`src/logic/adc_ctrl_defines.vh`:
```
`ifndef ADC_CTRL_DEFINES_VH
`define ADC_CTRL_DEFINES_VH

// Register addresses (4-bit register index space)
`define ADDR_CHAN_REF      4'h0
`define ADDR_CTRL_STAT     4'h1
`define ADDR_RES_LOW       4'h2
`define ADDR_RES_HIGH      4'h3
`define ADDR_TRIG_SEL      4'h4

// Field positions in channel_ref_select_reg
`define BIT_REF_SEL        6
`define BIT_LEFT_JUST      5
`define CHAN_MSB           3

// Field positions in conv_control_status_reg
`define BIT_CONV_ON        7
`define BIT_CONV_GO        6
`define BIT_AUTO_TRIG      5
`define BIT_DONE_FLAG      4
`define BIT_IRQ_EN         3
`define DIV_MSB            2

// Reset values
`define RST_CHAN_REF       8'h00
`define RST_CTRL_STAT      8'h00
`define RST_RESULT         10'h000

// Channel codes
`define CHAN_TEMP          4'h8

// Conversion lengths in converter clock cycles
`define CYC_FIRST          5'h19
`define CYC_NORMAL         5'h0D

// Mask of writable bits in channel_ref_select_reg
`define CHAN_REF_WMASK     8'h6F

`endif

```
`src/logic/adc_clock_divider.v`:
```
`include "adc_ctrl_defines.vh"

// Prescaler that turns the system clock into a one-cycle converter tick
module adc_clock_divider (
   // Clock and reset
   input  wire       clk,
   input  wire       rst_n,
   // Control
   input  wire       run,
   input  wire       restart,
   input  wire [2:0] divide_sel,
   // Tick out
   output reg        tick
);

   reg  [6:0] count;        // Free counter inside the prescaler
   reg  [6:0] limit;        // Terminal value for the chosen divisor

   ////////////////////////////////////////////////////////////////////////
   // Codes 0 and 1 both divide by two, then each code doubles
   always @* begin
      case (divide_sel)
         3'h0, 3'h1: limit = 7'h01;
         3'h2:       limit = 7'h03;
         3'h3:       limit = 7'h07;
         3'h4:       limit = 7'h0F;
         3'h5:       limit = 7'h1F;
         3'h6:       limit = 7'h3F;
         default:    limit = 7'h7F;
      endcase
   end

   ////////////////////////////////////////////////////////////////////////
   // Counter held in reset while off to save toggling
   always @(posedge clk or negedge rst_n) begin
      if (!rst_n) begin
         count <= 7'h00;
         tick  <= 1'b0;
      end else if (!run || restart) begin
         count <= 7'h00;
         tick  <= 1'b0;
      end else if (count >= limit) begin
         count <= 7'h00;
         tick  <= 1'b1;
      end else begin
         count <= count + 7'h01;
         tick  <= 1'b0;
      end
   end

endmodule

```
`src/logic/adc_conv_ctrl.v`:
```
`include "adc_ctrl_defines.vh"

// Functional notes
// - Ten-bit result, code equals vin times 1024 over vref
// - Channel code 1000 routes and enables temperature sensor
// - Bits 7 and 4 read zero, ignore writes
// - Reference bit selects bandgap or analog supply
// - Reference change waits for conversion end
// - Justification applies immediately to held result
// - Channel codes map to inputs, bandgap, ground
// - Channel change waits for conversion end
// - Enable bit powers converter; clearing aborts conversion
// - Go starts conversion; free running repeats automatically
// - First conversion after enable lasts 25 cycles
// - Go reads one while conversion runs
// - Writing zero to go is ignored
// - Completed result held in result registers
// - Done flag set at completion, cleared by one
// - Divide select gives two up to 128
// - Auto trigger starts conversion on rising edge
// - Low byte read locks result until high read
module adc_conv_ctrl (
   // Clock and reset
   input  wire       clk,
   input  wire       rst_n,
   // Register port
   input  wire [3:0] addr,
   input  wire [7:0] wdata,
   input  wire       wr_en,
   input  wire       rd_en,
   output reg  [7:0] rdata,
   // Analog front end
   output reg  [3:0] mux_sel,
   output reg        ref_sel,
   output reg        temp_sensor_en,
   output reg        converter_power,
   output reg        sample_hold,
   output reg        sar_start,
   input  wire [9:0] sar_code,
   // Trigger and interrupt request
   input  wire       trigger_in,
   input  wire       irq_ack,
   output wire       conv_done_irq
);

   ////////////////////////////////////////////////////////////////////////
   // Sequencer states
   localparam IDLE = 2'b00;
   localparam CONV = 2'b01;
   // Two states are enough: the first conversion differs only in length,
   // and free running re-enters CONV directly at completion.
   // The unused codes fall back to IDLE.

   // Software-visible register fields

   reg  [7:0] chan_ref;        // Software copy of channel_ref_select_reg
   reg        converter_on;    // Converter enable
   reg        conv_go;         // Busy / start bit
   reg        auto_trigger_on; // Auto trigger enable
   reg        conv_done_flag;  // Sticky completion flag
   reg        conv_done_irq_en;// Completion interrupt enable
   reg  [2:0] clock_divide_sel;// Prescaler code

   // Sequencer state
   reg  [1:0] state;           // Sequencer state
   reg  [4:0] cyc;             // Converter cycles elapsed
   reg  [4:0] cyc_len;         // Length of the running conversion
   reg        first_pending;   // Next conversion is the long first one
   reg        start_req;       // Start waiting for the next tick
   reg  [9:0] result;          // Held result
   reg        result_lock;     // Low byte read, high not yet

   // Trigger input path
   reg        trig_s1;         // Trigger synchroniser, first stage
   reg        trig_s2;         // Trigger synchroniser, second stage
   reg        trig_d;          // Previous trigger level
   reg  [7:0] next_rdata;      // Read mux
   reg  [7:0] res_lo;          // Justified low byte
   reg  [7:0] res_hi;          // Justified high byte

   // Derived strobes
   wire       tick;            // Converter clock enable
   wire       trig_rise;       // Rising trigger edge
   wire       wr_ctrl;         // Write to control/status register
   wire       done_now;        // Conversion completes this cycle

   // Decoded strobes and events. done_now marks the tick that ends the
   // last converter cycle; the flag sets on it, the result loads on it
   // unless locked, and the busy bit clears on it unless free running.
   assign wr_ctrl   = wr_en && (addr == `ADDR_CTRL_STAT);
   assign trig_rise = trig_s2 && !trig_d;
   assign done_now  = (state == CONV) && tick && (cyc == cyc_len - 5'h01);
   assign conv_done_irq = conv_done_flag && conv_done_irq_en;

   ////////////////////////////////////////////////////////////////////////
   // Prescaler; restarts on trigger for a fixed trigger-to-start delay
   // Powering down stops the count, so the first tick after enable comes
   // one full period later whatever the count was before.
   adc_clock_divider u_div (
      .clk        (clk),
      .rst_n      (rst_n),
      .run        (converter_on),
      .restart    (auto_trigger_on && trig_rise && state == IDLE),
      .divide_sel (clock_divide_sel),
      .tick       (tick)
   );

   ////////////////////////////////////////////////////////////////////////
   // Trigger pin passes two flops before edge detection
   // trig_d resets low, matching the idle pin level, so no false edge
   // appears when reset is released.
   always @(posedge clk or negedge rst_n) begin
      if (!rst_n) begin
         trig_s1 <= 1'b0;
         trig_s2 <= 1'b0;
         trig_d  <= 1'b0;
      end else begin
         trig_s1 <= trigger_in;
         trig_s2 <= trig_s1;
         trig_d  <= trig_s2;
      end
   end

   ////////////////////////////////////////////////////////////////////////
   // Channel/reference register; reserved bits never stored
   always @(posedge clk or negedge rst_n) begin
      if (!rst_n)
         chan_ref <= `RST_CHAN_REF;
      else if (wr_en && addr == `ADDR_CHAN_REF)
         chan_ref <= wdata & `CHAN_REF_WMASK;
   end

   ////////////////////////////////////////////////////////////////////////
   // Selection follows software except while converting. It reopens in
   // the last converter cycle so the next conversion sees new values.
   // Writes made during a conversion sit in chan_ref until then, so the
   // register reads back the new value before the mux follows it.
   always @(posedge clk or negedge rst_n) begin
      if (!rst_n) begin
         mux_sel        <= 4'h0;
         ref_sel        <= 1'b0;
         temp_sensor_en <= 1'b0;
      end else if (state != CONV || cyc == cyc_len - 5'h01) begin
         mux_sel        <= chan_ref[`CHAN_MSB:0];
         ref_sel        <= chan_ref[`BIT_REF_SEL];
         // Reserved codes pass through and pick no input
         temp_sensor_en <= (chan_ref[`CHAN_MSB:0] == `CHAN_TEMP);
      end
   end

   ////////////////////////////////////////////////////////////////////////
   // Control/status register and conversion sequencer
   // A go written while busy is dropped rather than queued; software
   // polls the busy bit before starting again.
   // Power down is checked first so an abort wins over any start
   // requested in the same cycle.
   always @(posedge clk or negedge rst_n) begin
      if (!rst_n) begin
         converter_on     <= 1'b0;
         conv_go          <= 1'b0;
         auto_trigger_on  <= 1'b0;
         conv_done_flag   <= 1'b0;
         conv_done_irq_en <= 1'b0;
         clock_divide_sel <= 3'h0;
         state            <= IDLE;
         cyc              <= 5'h00;
         cyc_len          <= `CYC_NORMAL;
         first_pending    <= 1'b0;
         start_req        <= 1'b0;
         converter_power  <= 1'b0;
         sample_hold      <= 1'b0;
         sar_start        <= 1'b0;
      end else begin
         sar_start <= 1'b0;
         if (wr_ctrl) begin
            converter_on     <= wdata[`BIT_CONV_ON];
            auto_trigger_on  <= wdata[`BIT_AUTO_TRIG];
            conv_done_irq_en <= wdata[`BIT_IRQ_EN];
            clock_divide_sel <= wdata[`DIV_MSB:0];
            // Enabling arms the long first conversion
            if (wdata[`BIT_CONV_ON] && !converter_on)
               first_pending <= 1'b1;
         end
         // Completion beats a same-cycle clear of the flag
         if (done_now)
            conv_done_flag <= 1'b1;
         else if (irq_ack || (wr_ctrl && wdata[`BIT_DONE_FLAG]))
            conv_done_flag <= 1'b0;
         converter_power <= wr_ctrl ? wdata[`BIT_CONV_ON] : converter_on;
         if (wr_ctrl && !wdata[`BIT_CONV_ON]) begin
            // Power down aborts whatever is running
            state       <= IDLE;
            conv_go     <= 1'b0;
            start_req   <= 1'b0;
            sample_hold <= 1'b0;
            cyc         <= 5'h00;
         end else begin
            // Only a one written to go starts; zero is ignored
            if (wr_ctrl && wdata[`BIT_CONV_GO] && state == IDLE) begin
               start_req <= 1'b1;
               conv_go   <= 1'b1;
            end
            if (auto_trigger_on && converter_on && trig_rise &&
                state == IDLE) begin
               start_req <= 1'b1;
               conv_go   <= 1'b1;
            end
            case (state)
               IDLE: begin
                  if (start_req && tick) begin
                     state         <= CONV;
                     cyc           <= 5'h00;
                     start_req     <= 1'b0;
                     sar_start     <= 1'b1;
                     sample_hold   <= 1'b1;
                     cyc_len       <= first_pending ? `CYC_FIRST
                                                    : `CYC_NORMAL;
                     first_pending <= 1'b0;
                  end
               end
               CONV: begin
                  if (tick) begin
                     cyc <= cyc + 5'h01;
                     if (cyc == 5'h01)
                        sample_hold <= 1'b0;
                     if (done_now) begin
                        cyc <= 5'h00;
                        if (auto_trigger_on) begin
                           // Free running restarts on the spot
                           state       <= CONV;
                           cyc_len     <= `CYC_NORMAL;
                           sar_start   <= 1'b1;
                           sample_hold <= 1'b1;
                        end else begin
                           state   <= IDLE;
                           conv_go <= 1'b0;
                        end
                     end
                  end
               end
               default: state <= IDLE;
            endcase
         end
      end
   end

   ////////////////////////////////////////////////////////////////////////
   // Result capture; held while the low byte has been read alone
   // A completion that meets the lock is lost, not deferred: keeping it
   // would need a second result register for little gain.
   always @(posedge clk or negedge rst_n) begin
      if (!rst_n) begin
         result      <= `RST_RESULT;
         result_lock <= 1'b0;
      end else begin
         if (rd_en && addr == `ADDR_RES_LOW)
            result_lock <= 1'b1;
         else if (rd_en && addr == `ADDR_RES_HIGH)
            result_lock <= 1'b0;
         // Code is vin*1024/vref, 0x000 to 0x3FF
         if (done_now && !result_lock)
            result <= sar_code;
      end
   end

   ////////////////////////////////////////////////////////////////////////
   // Justification is combinational so a toggle shows at once
   // Only the presentation changes; the held code itself is untouched.
   always @* begin
      if (chan_ref[`BIT_LEFT_JUST]) begin
         res_hi = result[9:2];
         res_lo = {result[1:0], 6'h00};
      end else begin
         res_hi = {6'h00, result[9:8]};
         res_lo = result[7:0];
      end
   end

   ////////////////////////////////////////////////////////////////////////
   // Read mux; unmapped addresses read zero
   always @* begin
      case (addr)
         `ADDR_CHAN_REF:  next_rdata = chan_ref;
         `ADDR_CTRL_STAT: next_rdata = {converter_on, conv_go,
                                        auto_trigger_on, conv_done_flag,
                                        conv_done_irq_en, clock_divide_sel};
         `ADDR_RES_LOW:   next_rdata = res_lo;
         `ADDR_RES_HIGH:  next_rdata = res_hi;
         default:         next_rdata = 8'h00;
      endcase
   end

   // Returning zero between reads keeps the bus quiet and lets a
   // checker spot data outside its slot.
   // Read data stands only in the cycle after the strobe
   always @(posedge clk or negedge rst_n) begin
      if (!rst_n)
         rdata <= 8'h00;
      else if (rd_en)
         rdata <= next_rdata;
      else
         rdata <= 8'h00;
   end

endmodule

```
`config.mk`:
```
export PLATFORM = sky130hd
export DESIGN_NAME = adc_conv_ctrl
export DESIGN_NICKNAME = d
export VERILOG_FILES = /design/src/logic/adc_clock_divider.v /design/src/logic/adc_conv_ctrl.v
export VERILOG_INCLUDE_DIRS = /design/src /design/src/logic
export SDC_FILE = /design/constraint.sdc
export NUM_CORES = 1
export LEC_CHECK = 0
export ABC_AREA = 0
export ABC_CLOCK_PERIOD_IN_PS = 2400
export BUFFER_PORTS_ARGS = -buffer_cell sky130_fd_sc_hd__buf_2
export CAP_MARGIN = 10
export CORE_MARGIN = 8
export CORE_UTILIZATION = 25
export DETAILED_ROUTE_END_ITERATION = 7
export PLACE_DENSITY = 0.44
export SLEW_MARGIN = 20
export SYNTH_ARGS = -nofsm -noshare
export SYNTH_HDL_FRONTEND = slang
export SYNTH_SLANG_ARGS = --single-unit
```
`constraint.sdc`:
```
create_clock -name clk -period 2.4 [get_ports clk]
set_clock_uncertainty 0.15 [all_clocks]
set_input_delay 0.24 -clock clk [delete_from_list [all_inputs] [get_ports clk]]
set_output_delay 0.24 -clock clk [all_outputs]
set_load 0.02 [all_outputs]
```
## Word-level counts from Yosys, hierarchy flattened

Cells that the tools add are included.

- Bits in registers: 66
- Bits in latches: 0
- Bits in writable memories: 0
- Memory bits (read-only): 0
- Input bits: 28
- Output and inout port bits: 18
- Memories kept: 0

- $add $sub $neg: 3
- Multiply operators: 0
- Div/mod/pow operators: 0
- $lt $le $gt $ge: 1
- Equality and inequality tests: 21
- Shift operators: 0
- Multiplexer cells: 60
- Bitwise gates (word level): 1
- Reduce and logical (&&, ||, !) cells: 38

Operators with widths:

| operator | count |
|---|---|
| $mux W5 | 9 |
| $pmux W7 S6 | 1 |
| $mux W1 | 35 |
| $pmux W8 S4 | 1 |
| $mux W8 | 3 |
| $logic_and A1 B1 Y1 | 20 |
| $pmux W5 S2 | 2 |
| $mux W7 | 2 |
| $eq A3 B3 Y1 const B | 3 |
| $eq A4 B2 Y1 const B | 2 |
| $mux W2 | 4 |
| $add A7 B1 Y7 const B | 1 |
| $ge A7 B7 Y1 | 1 |
| $eq A3 B2 Y1 const B | 2 |
| $ne A2 B1 Y1 const B | 3 |
| $ne A3 B1 Y1 const B | 2 |
| $reduce_and A3 Y1 | 2 |
| $reduce_and A6 Y1 | 1 |
| $reduce_bool A2 Y1 | 3 |
| $add A5 B1 Y5 const B | 1 |
| $eq A5 B1 Y1 const B | 1 |
| $eq A5 B5 Y1 | 1 |
| $sub A5 B1 Y5 const B | 1 |
| $eq A4 B1 Y1 const B | 1 |
| 15 further kinds | 22 |

## Depth between registers and ports, before layout

Gate-level depths: netlist of run 1.

- Depth in word-level cells: 11
- Gate-level depth with buffers: 7
- Gate-level depth less buffers: 6

## By module

From an unflattened synthesis of run 1, not the netlist that was laid out.

- Cells, all modules: 257
- Area, all modules: 2997.9 um^2

By module, submodules not included:

| module | instances | cells each | area an instance (um^2) | sequential area each (um^2) |
|---|---|---|---|---|
| adc_conv_ctrl | 1 | 207 | 2502.4 | 1352.5 |
| adc_clock_divider | 1 | 50 | 495.5 | 200.2 |

## Least setup slack after synthesis of run 1

Ideal clock, no wire load.

- Path type: register to register
- From: reg cyc[0]
- To: reg result[0]
- Setup time: 125 ps
- Arrival time: 1866 ps
- Slack: 259 ps
- Stages on the path, launching flop included: 8
- Clock period less this slack: 2141 ps
- Path through: dfrtp_1 -> inv_1 -> ha_1 -> nand2_1 -> or3_1 -> buf_2 -> nor3_4 -> mux2_2

- Cells in the longest elaborated chain, start to end: 3

Ends and longest elaborated chain:

| what | RTL line | source |
|---|---|---|
| from (decl) | adc_conv_ctrl.v:66 | `reg [4:0] cyc;` |
| from (signal assigned) | adc_conv_ctrl.v:223 | `cyc <= cyc + 5'h01;` |
| $eq A5 B5 Y1 | adc_conv_ctrl.v:92 | `assign done_now = (state == CONV) && tick && (cyc == cyc_len - 5'h01);` |
| $logic_and A1 B1 Y1 | adc_conv_ctrl.v:92 |  |
| $logic_and A1 B1 Y1 | adc_conv_ctrl.v:261 | `if (done_now && !result_lock)` |
| to (signal assigned) | adc_conv_ctrl.v:253 | `` result <= `RST_RESULT; `` |
| to (signal assigned) | adc_conv_ctrl.v:262 | `result <= sar_code;` |
| to (decl) | adc_conv_ctrl.v:70 | `reg [9:0] result;` |

Every way passes these cells.
A chain may end at the register's enable or synchronous reset.

## Worst setup path in the final report of run 1

- From: reg cyc[0]
- To: reg result[1]

Same word-level chain as after synthesis.

==> results.toml, run 1 <==
[run_status]
status = "completed"

[drt]
drt_iter0_drc = 98
ant_nets = 0
drt-vias-per-instance = 4.667
vias = 2203
wl_per_cell_um = 15.85
dr.pass1.iters = 4
drcViolationCount = 0
wl_um = 7482

[synthesis]
ys_ff_latch = 62
synthesis.area_um2 = 2929
post_synth_num_cell_types = 42
syn_avg_cell_area_um2 = 11.22
synth_top_area_share_pct = 52.11
seq_area_frac_synth_pct = 53.01
syn_inst = 261
async_flop_share_pct = 100.0
ys.flop_type = "dfrtp_1"
yosys-top-cells-area = "dfrtp_1, mux2_2, ha_1"
yosysWarnings = 0
synth_edf_count = 0
yosys.area.top_type = "dfrtp_1"
synth_nets = 299

[floorplan]
rows = 39
coreArea_um2 = 11420
initial_utilization_pct = 25.65
dieArea_um2 = 15440
dieHeight_um = 124.2
die_w_um = 124.2
ios = 46

[final_layout]
post-route-util_pct = 32.52
fin_area_um2 = 3714
fillers = 1227
area_growth_pct = 26.78
fin_cells = 472
final_nets = 363
multi_input_area_um2 = 1315
drive_above_1_share_pct = 30.40
seqCellArea_um2 = 1553
diodes = 0

[global_routing]
grt_overflow = 0
grt_util_all_layers_pct = 10.07
antenna_found_initial = 0
grt_pass1_wl_um = 12630
first_global_vias = 2363
grt_start_max_net_pins = 42

[critical_path]
worstPathRequired_ps = 2450
critPathLaunch = "cyc[0]"
r2r-start = "cyc[0]"
worstSetupPathType = "flop to flop"
start_kind = "flop"
setup.worst_path.end_class = "flop"
cp.arrival_ps = 2260
worstPathMaxFanout = 10

[placed_design]
hpwl_um = 5506
place_ws_ps = 186.3
dp.cells = 450
place.gp.congestion = 0.7945
dpl-instance-area_um2 = 3387
port_buffers = 45

[power]
p_total_mw = 3.161
seqPwrFrac_pct = 44.6
irDropWorstVdd_mv = 0.4467
p_switching_mw = 0.9631
powerDensity_nw_per_um2 = 851.2
intPower_mw = 2.198
combPwrFrac_pct = 19.8
pwr-share-clk_pct = 35.6
swShare_pct = 30.47
p_leak_nw = 1.717

[sta]
finalCritPeriodShare_pct = 91.90
timing.fmax_ghz = 0.4534
fin_ws_ps = 194.5
hold_slack_ps = 7.456
hold_viol = 0
slew_headroom_pct = 57.88
period_needed_ps = 2206
finalSetupViolCount = 0
tns_ps = 0
rsz0062_at_grt = "false"
worst_pin_slew_ps = 627.0
drv_slew = 0

[clock_network]
hold_buffers = 6
cts_buffers = 9
cts_setup_buffers = 0
insertion_delay_ps = 320
htreeDepth = 3
cts_tree = "done"
path_clk_slew_ps = 50
cts_sinks = 62
cts_resized = 0
cts.path.max_buffers = 2
cts_root_buf = "clkbuf_16"

[run]
cap_violations = 0

[min_path]
hp-class = "primary input to flop"
hp-start = "sar_code[6]"
logic make-up after synthesis:
logic type / after synthesis / synth area share (%)
adder cells (fa/ha/maj): 10 / 4.272
XOR/XNOR: 7 / 2.093
AND/OR/NAND/NOR: 87 / 15.12
flip-flops: 62 / 53.01
buffers and inverters: 16 / 2.093
AO/OA/AOI/OAI: 39 / 8.416
multiplexers: 40 / 14.99
per-layer routing:
layer  track usage, %  wire, µm  up-vias
li1                 -         -     1075
met1            12.95      3460     1061
met2            15.43      3472       59
met3            3.064       448        8
met4            3.898       101        0
met5                0         0        -
layout make-up:
class | instances | share of cell area (%)
repair buffers | 59 | 10.04
inverters | 10 | 1.011
well taps | 143 | 4.818
multi-input cells | 183 | 35.41
flip-flops and latches | 62 | 41.81
clock inverters | 5 | 0.7412
clock buffers | 10 | 6.166
path summary, 6_finish.rpt:
path                             endpoint  slack [ps]  cells past startpoint
worst max-delay path            result[1]         190                      7
worst min-delay path            result[6]           7                      2
worst max register to register  result[1]         190                      7
worst min register to register    trig_s2         200                      0
max in group asynchronous         trig_s1        1220                      3
min in group asynchronous        rdata[0]         280                      2
critical path, stage by stage, from the launching register on:
cell	delay, ps
dfrtp_1	430
inv_1	90
ha_1	140
nand2_1	70
or3_1	480
nor3_4	240
buf_12	160
mux2_2	330
power by group through the flow:
stage / clock network (mW) / registers, mW / logic, mW
CTS: 1.16 / 1.41 / 0.641
finish: 1.13 / 1.41 / 0.625
global placement: 0 / 1.43 / 0.618
floorplan: 0 / 1.42 / 0.372
global route: 1.21 / 1.45 / 0.709
detailed placement: 0 / 1.43 / 0.629
sequential cells by signal (all words and copies together) (netlist names), 2 cells and up:
name              cells
result               10
rdata                 8
u_div.count           7
chan_ref              6
cyc                   5
mux_sel               4
clock_divide_sel      3
cyc_len               2
cells in the mapped netlist (3+ instances only):
cell type / n
nor2_1: 25
clkbuf_1: 4
nand3_1: 11
xnor2_1: 3
ha_1: 10
nor3b_1: 3
xor2_1: 4
nand2b_1: 4
nor3_1: 5
mux2i_1: 9
o21ai_0: 8
nand4_1: 3
nand2_1: 19
dfrtp_1: 61
mux2_2: 31
or3_1: 3
a21oi_1: 12
o22ai_1: 5
inv_1: 10
cell usage in the layout, fill, tap and decap left out, types with 2 or more instances in the layout:
cell type and instances:
a21oi_1 12, a22oi_1 2, a32oi_1 2, and3_1 2, buf_12 2, buf_2 45
buf_4 5, clkbuf_16 9, clkinv_2 4, dfrtp_1 61, dlygate4sd3_1 7, ha_1 10
inv_1 10, mux2_2 31, mux2i_1 9, nand2_1 19, nand2b_1 4, nand3_1 11
nand3b_1 2, nand4_1 3, nor2_1 25, nor2b_1 2, nor3_1 5, nor3b_1 3
nor4_1 2, nor4b_1 2, o21ai_0 8, o22ai_1 5, o31ai_1 2, or3_1 3
xnor2_1 3, xor2_1 4
(Power assumes the default switching activity.)
==> run 2, diff against run 1 <==
--- a/config.mk
+++ b/config.mk
@@ -12,6 +12,7 @@
 export CAP_MARGIN = 10
 export CORE_MARGIN = 8
 export CORE_UTILIZATION = 25
+export CTS_BUF_LIST = sky130_fd_sc_hd__clkbuf_4 sky130_fd_sc_hd__clkbuf_8 sky130_fd_sc_hd__clkbuf_16
 export DETAILED_ROUTE_END_ITERATION = 7
 export PLACE_DENSITY = 0.44
 export SLEW_MARGIN = 20
==> results.toml, run 2 (synthesized netlist as in run 1, its figures left out) <==
[final_layout]
multi_input_area_um2 = 1315
fin_area_um2 = 3717
final_cell_mix = "dfrtp_1, buf_2, mux2_2, nor2_1, nand2_1"
fillers = 1227
largest-register = "result"
area_growth_pct = 26.91
seqCellArea_um2 = 1553
post-route-util_pct = 32.56
final_nets = 363
diodes = 0
fin_cells = 472
reg.largest.list = "result x10, rdata x8, u_div.count x7"
largest_reg_flops = 10
drive_above_1_share_pct = 30.70
layout_commonest_cell = "dfrtp_1"

[clock_network]
htreeDepth = 3
insertion_delay_ps = 320
cts_tree = "done"
cts_resized = 0
path_clk_slew_ps = 50
cts.path.max_buffers = 2
cts_sinks = 62
cts_buffers = 9
cts_setup_buffers = 0
cts_root_buf = "clkbuf_16"

[drt]
wl_um = 7498
drcViolationCount = 0
dr.pass1.iters = 4
wl_per_cell_um = 15.89
ant_nets = 0
drt_iter0_drc = 106
drt-vias-per-instance = 4.680
vias = 2209

[critical_path]
cp_slowest_cell = "or3_1"
worstSetupPathType = "flop to flop"
reg2reg_depth = 7
worstPathRequired_ps = 2450
worstPathMaxFanout = 10
endpoint = "result[1]"
path_depth = 7
start_kind = "flop"
cpPeakStageDelay_ps = 480
setup.worst_path.end_class = "flop"
crit_family = "simple AND/OR/NAND/NOR gates"
reg2reg_to = "result[1]"
r2r_setup_slack_ps = 200
path_buf_inv = 2
r2r-start = "cyc[1]"
path_cells = "inv_1 > ha_1 > nand2_1 > or3_1 > nor3_4 > buf_12 > mux2_2"
cp.arrival_ps = 2260
critPathLaunch = "cyc[1]"

[run_status]
status = "completed"

[placed_design]
place_ws_ps = 186.3
place.gp.congestion = 0.7945
port_buffers = 45
dpl-instance-area_um2 = 3387
hpwl_um = 5506
dp.cells = 450

[sta]
finalSetupViolCount = 0
period_needed_ps = 2204
slew_headroom_pct = 57.88
hold_slack_ps = 7.428
hold_viol = 0
worst_pin_slew_ps = 627.0
rsz0062_at_grt = "false"
finalCritPeriodShare_pct = 91.85
timing.fmax_ghz = 0.4536
tns_ps = 0
drv_slew = 0
fin_ws_ps = 195.6

[global_routing]
grt_pass1_wl_um = 12630
grt_start_max_net_pins = 42
first_global_vias = 2363
grt_util_all_layers_pct = 10.08
grt_overflow = 0
antenna_found_initial = 0

[power]
irDropWorstVdd_mv = 0.4463
powerDensity_nw_per_um2 = 853.8
p_leak_nw = 1.721
p_total_mw = 3.174

[floorplan]
die_w_um = 124.2
ios = 46
dieHeight_um = 124.2
rows = 39
initial_utilization_pct = 25.65
coreArea_um2 = 11420
dieArea_um2 = 15440

[run]
cap_violations = 0

[min_path]
hp-class = "primary input to flop"
==> run 2: changes by cell type in the layout (fill, tap and decap cells not counted) <==
cell      change
clkbuf_1      -1
clkbuf_4      +1
==> run 2: area by class of cell <==
class	instances	share of cell area, %
clock buffers	10	6.261
inverters	10	1.010
well taps	143	4.813
flip-flops and latches	62	41.77
multi-input cells	183	35.38
repair buffers	59	10.03
clock inverters	5	0.7405
==> run 2: how the worst min path moves through the flow <==
stage,cells after the start,slack (ps),end,start
5_1_grt,2,0.8,result[6],sar_code[6]
3_5_place_dp,1,110,rdata[0],rst_n
3_3_place_gp,1,110,rdata[0],rst_n
6_report,2,7,result[6],sar_code[6]
4_1_cts,2,0.5,result[2],sar_code[2]
2_1_floorplan,0,-210,auto_trigger_on,rst_n
==> run 2: layer usage <==
metal | global-route usage (%) | vias to the layer above | share of wire (%)
met5 | 0 | - | 0
met2 | 15.43 | 60 | 46
met3 | 3.064 | 8 | 6.0
li1 | - | 1075 | -
met1 | 12.98 | 1066 | 46
met4 | 3.898 | 0 | 1.3
==> run 2: repair_timing <==
| item | CTS | global route |
|---|---|---|
| hold buffers | 6 | 1 |
| endpoints found under the setup margin | 0 | 0 |
| hold endpoints to repair | 25 | 1 |
==> run 2: power by group <==
group	internal (mW)	switching [mW]	leakage [nW]
clock	0.695	0.445	0.131
combinational	0.288	0.338	0.779
sequential	1.23	0.182	0.811
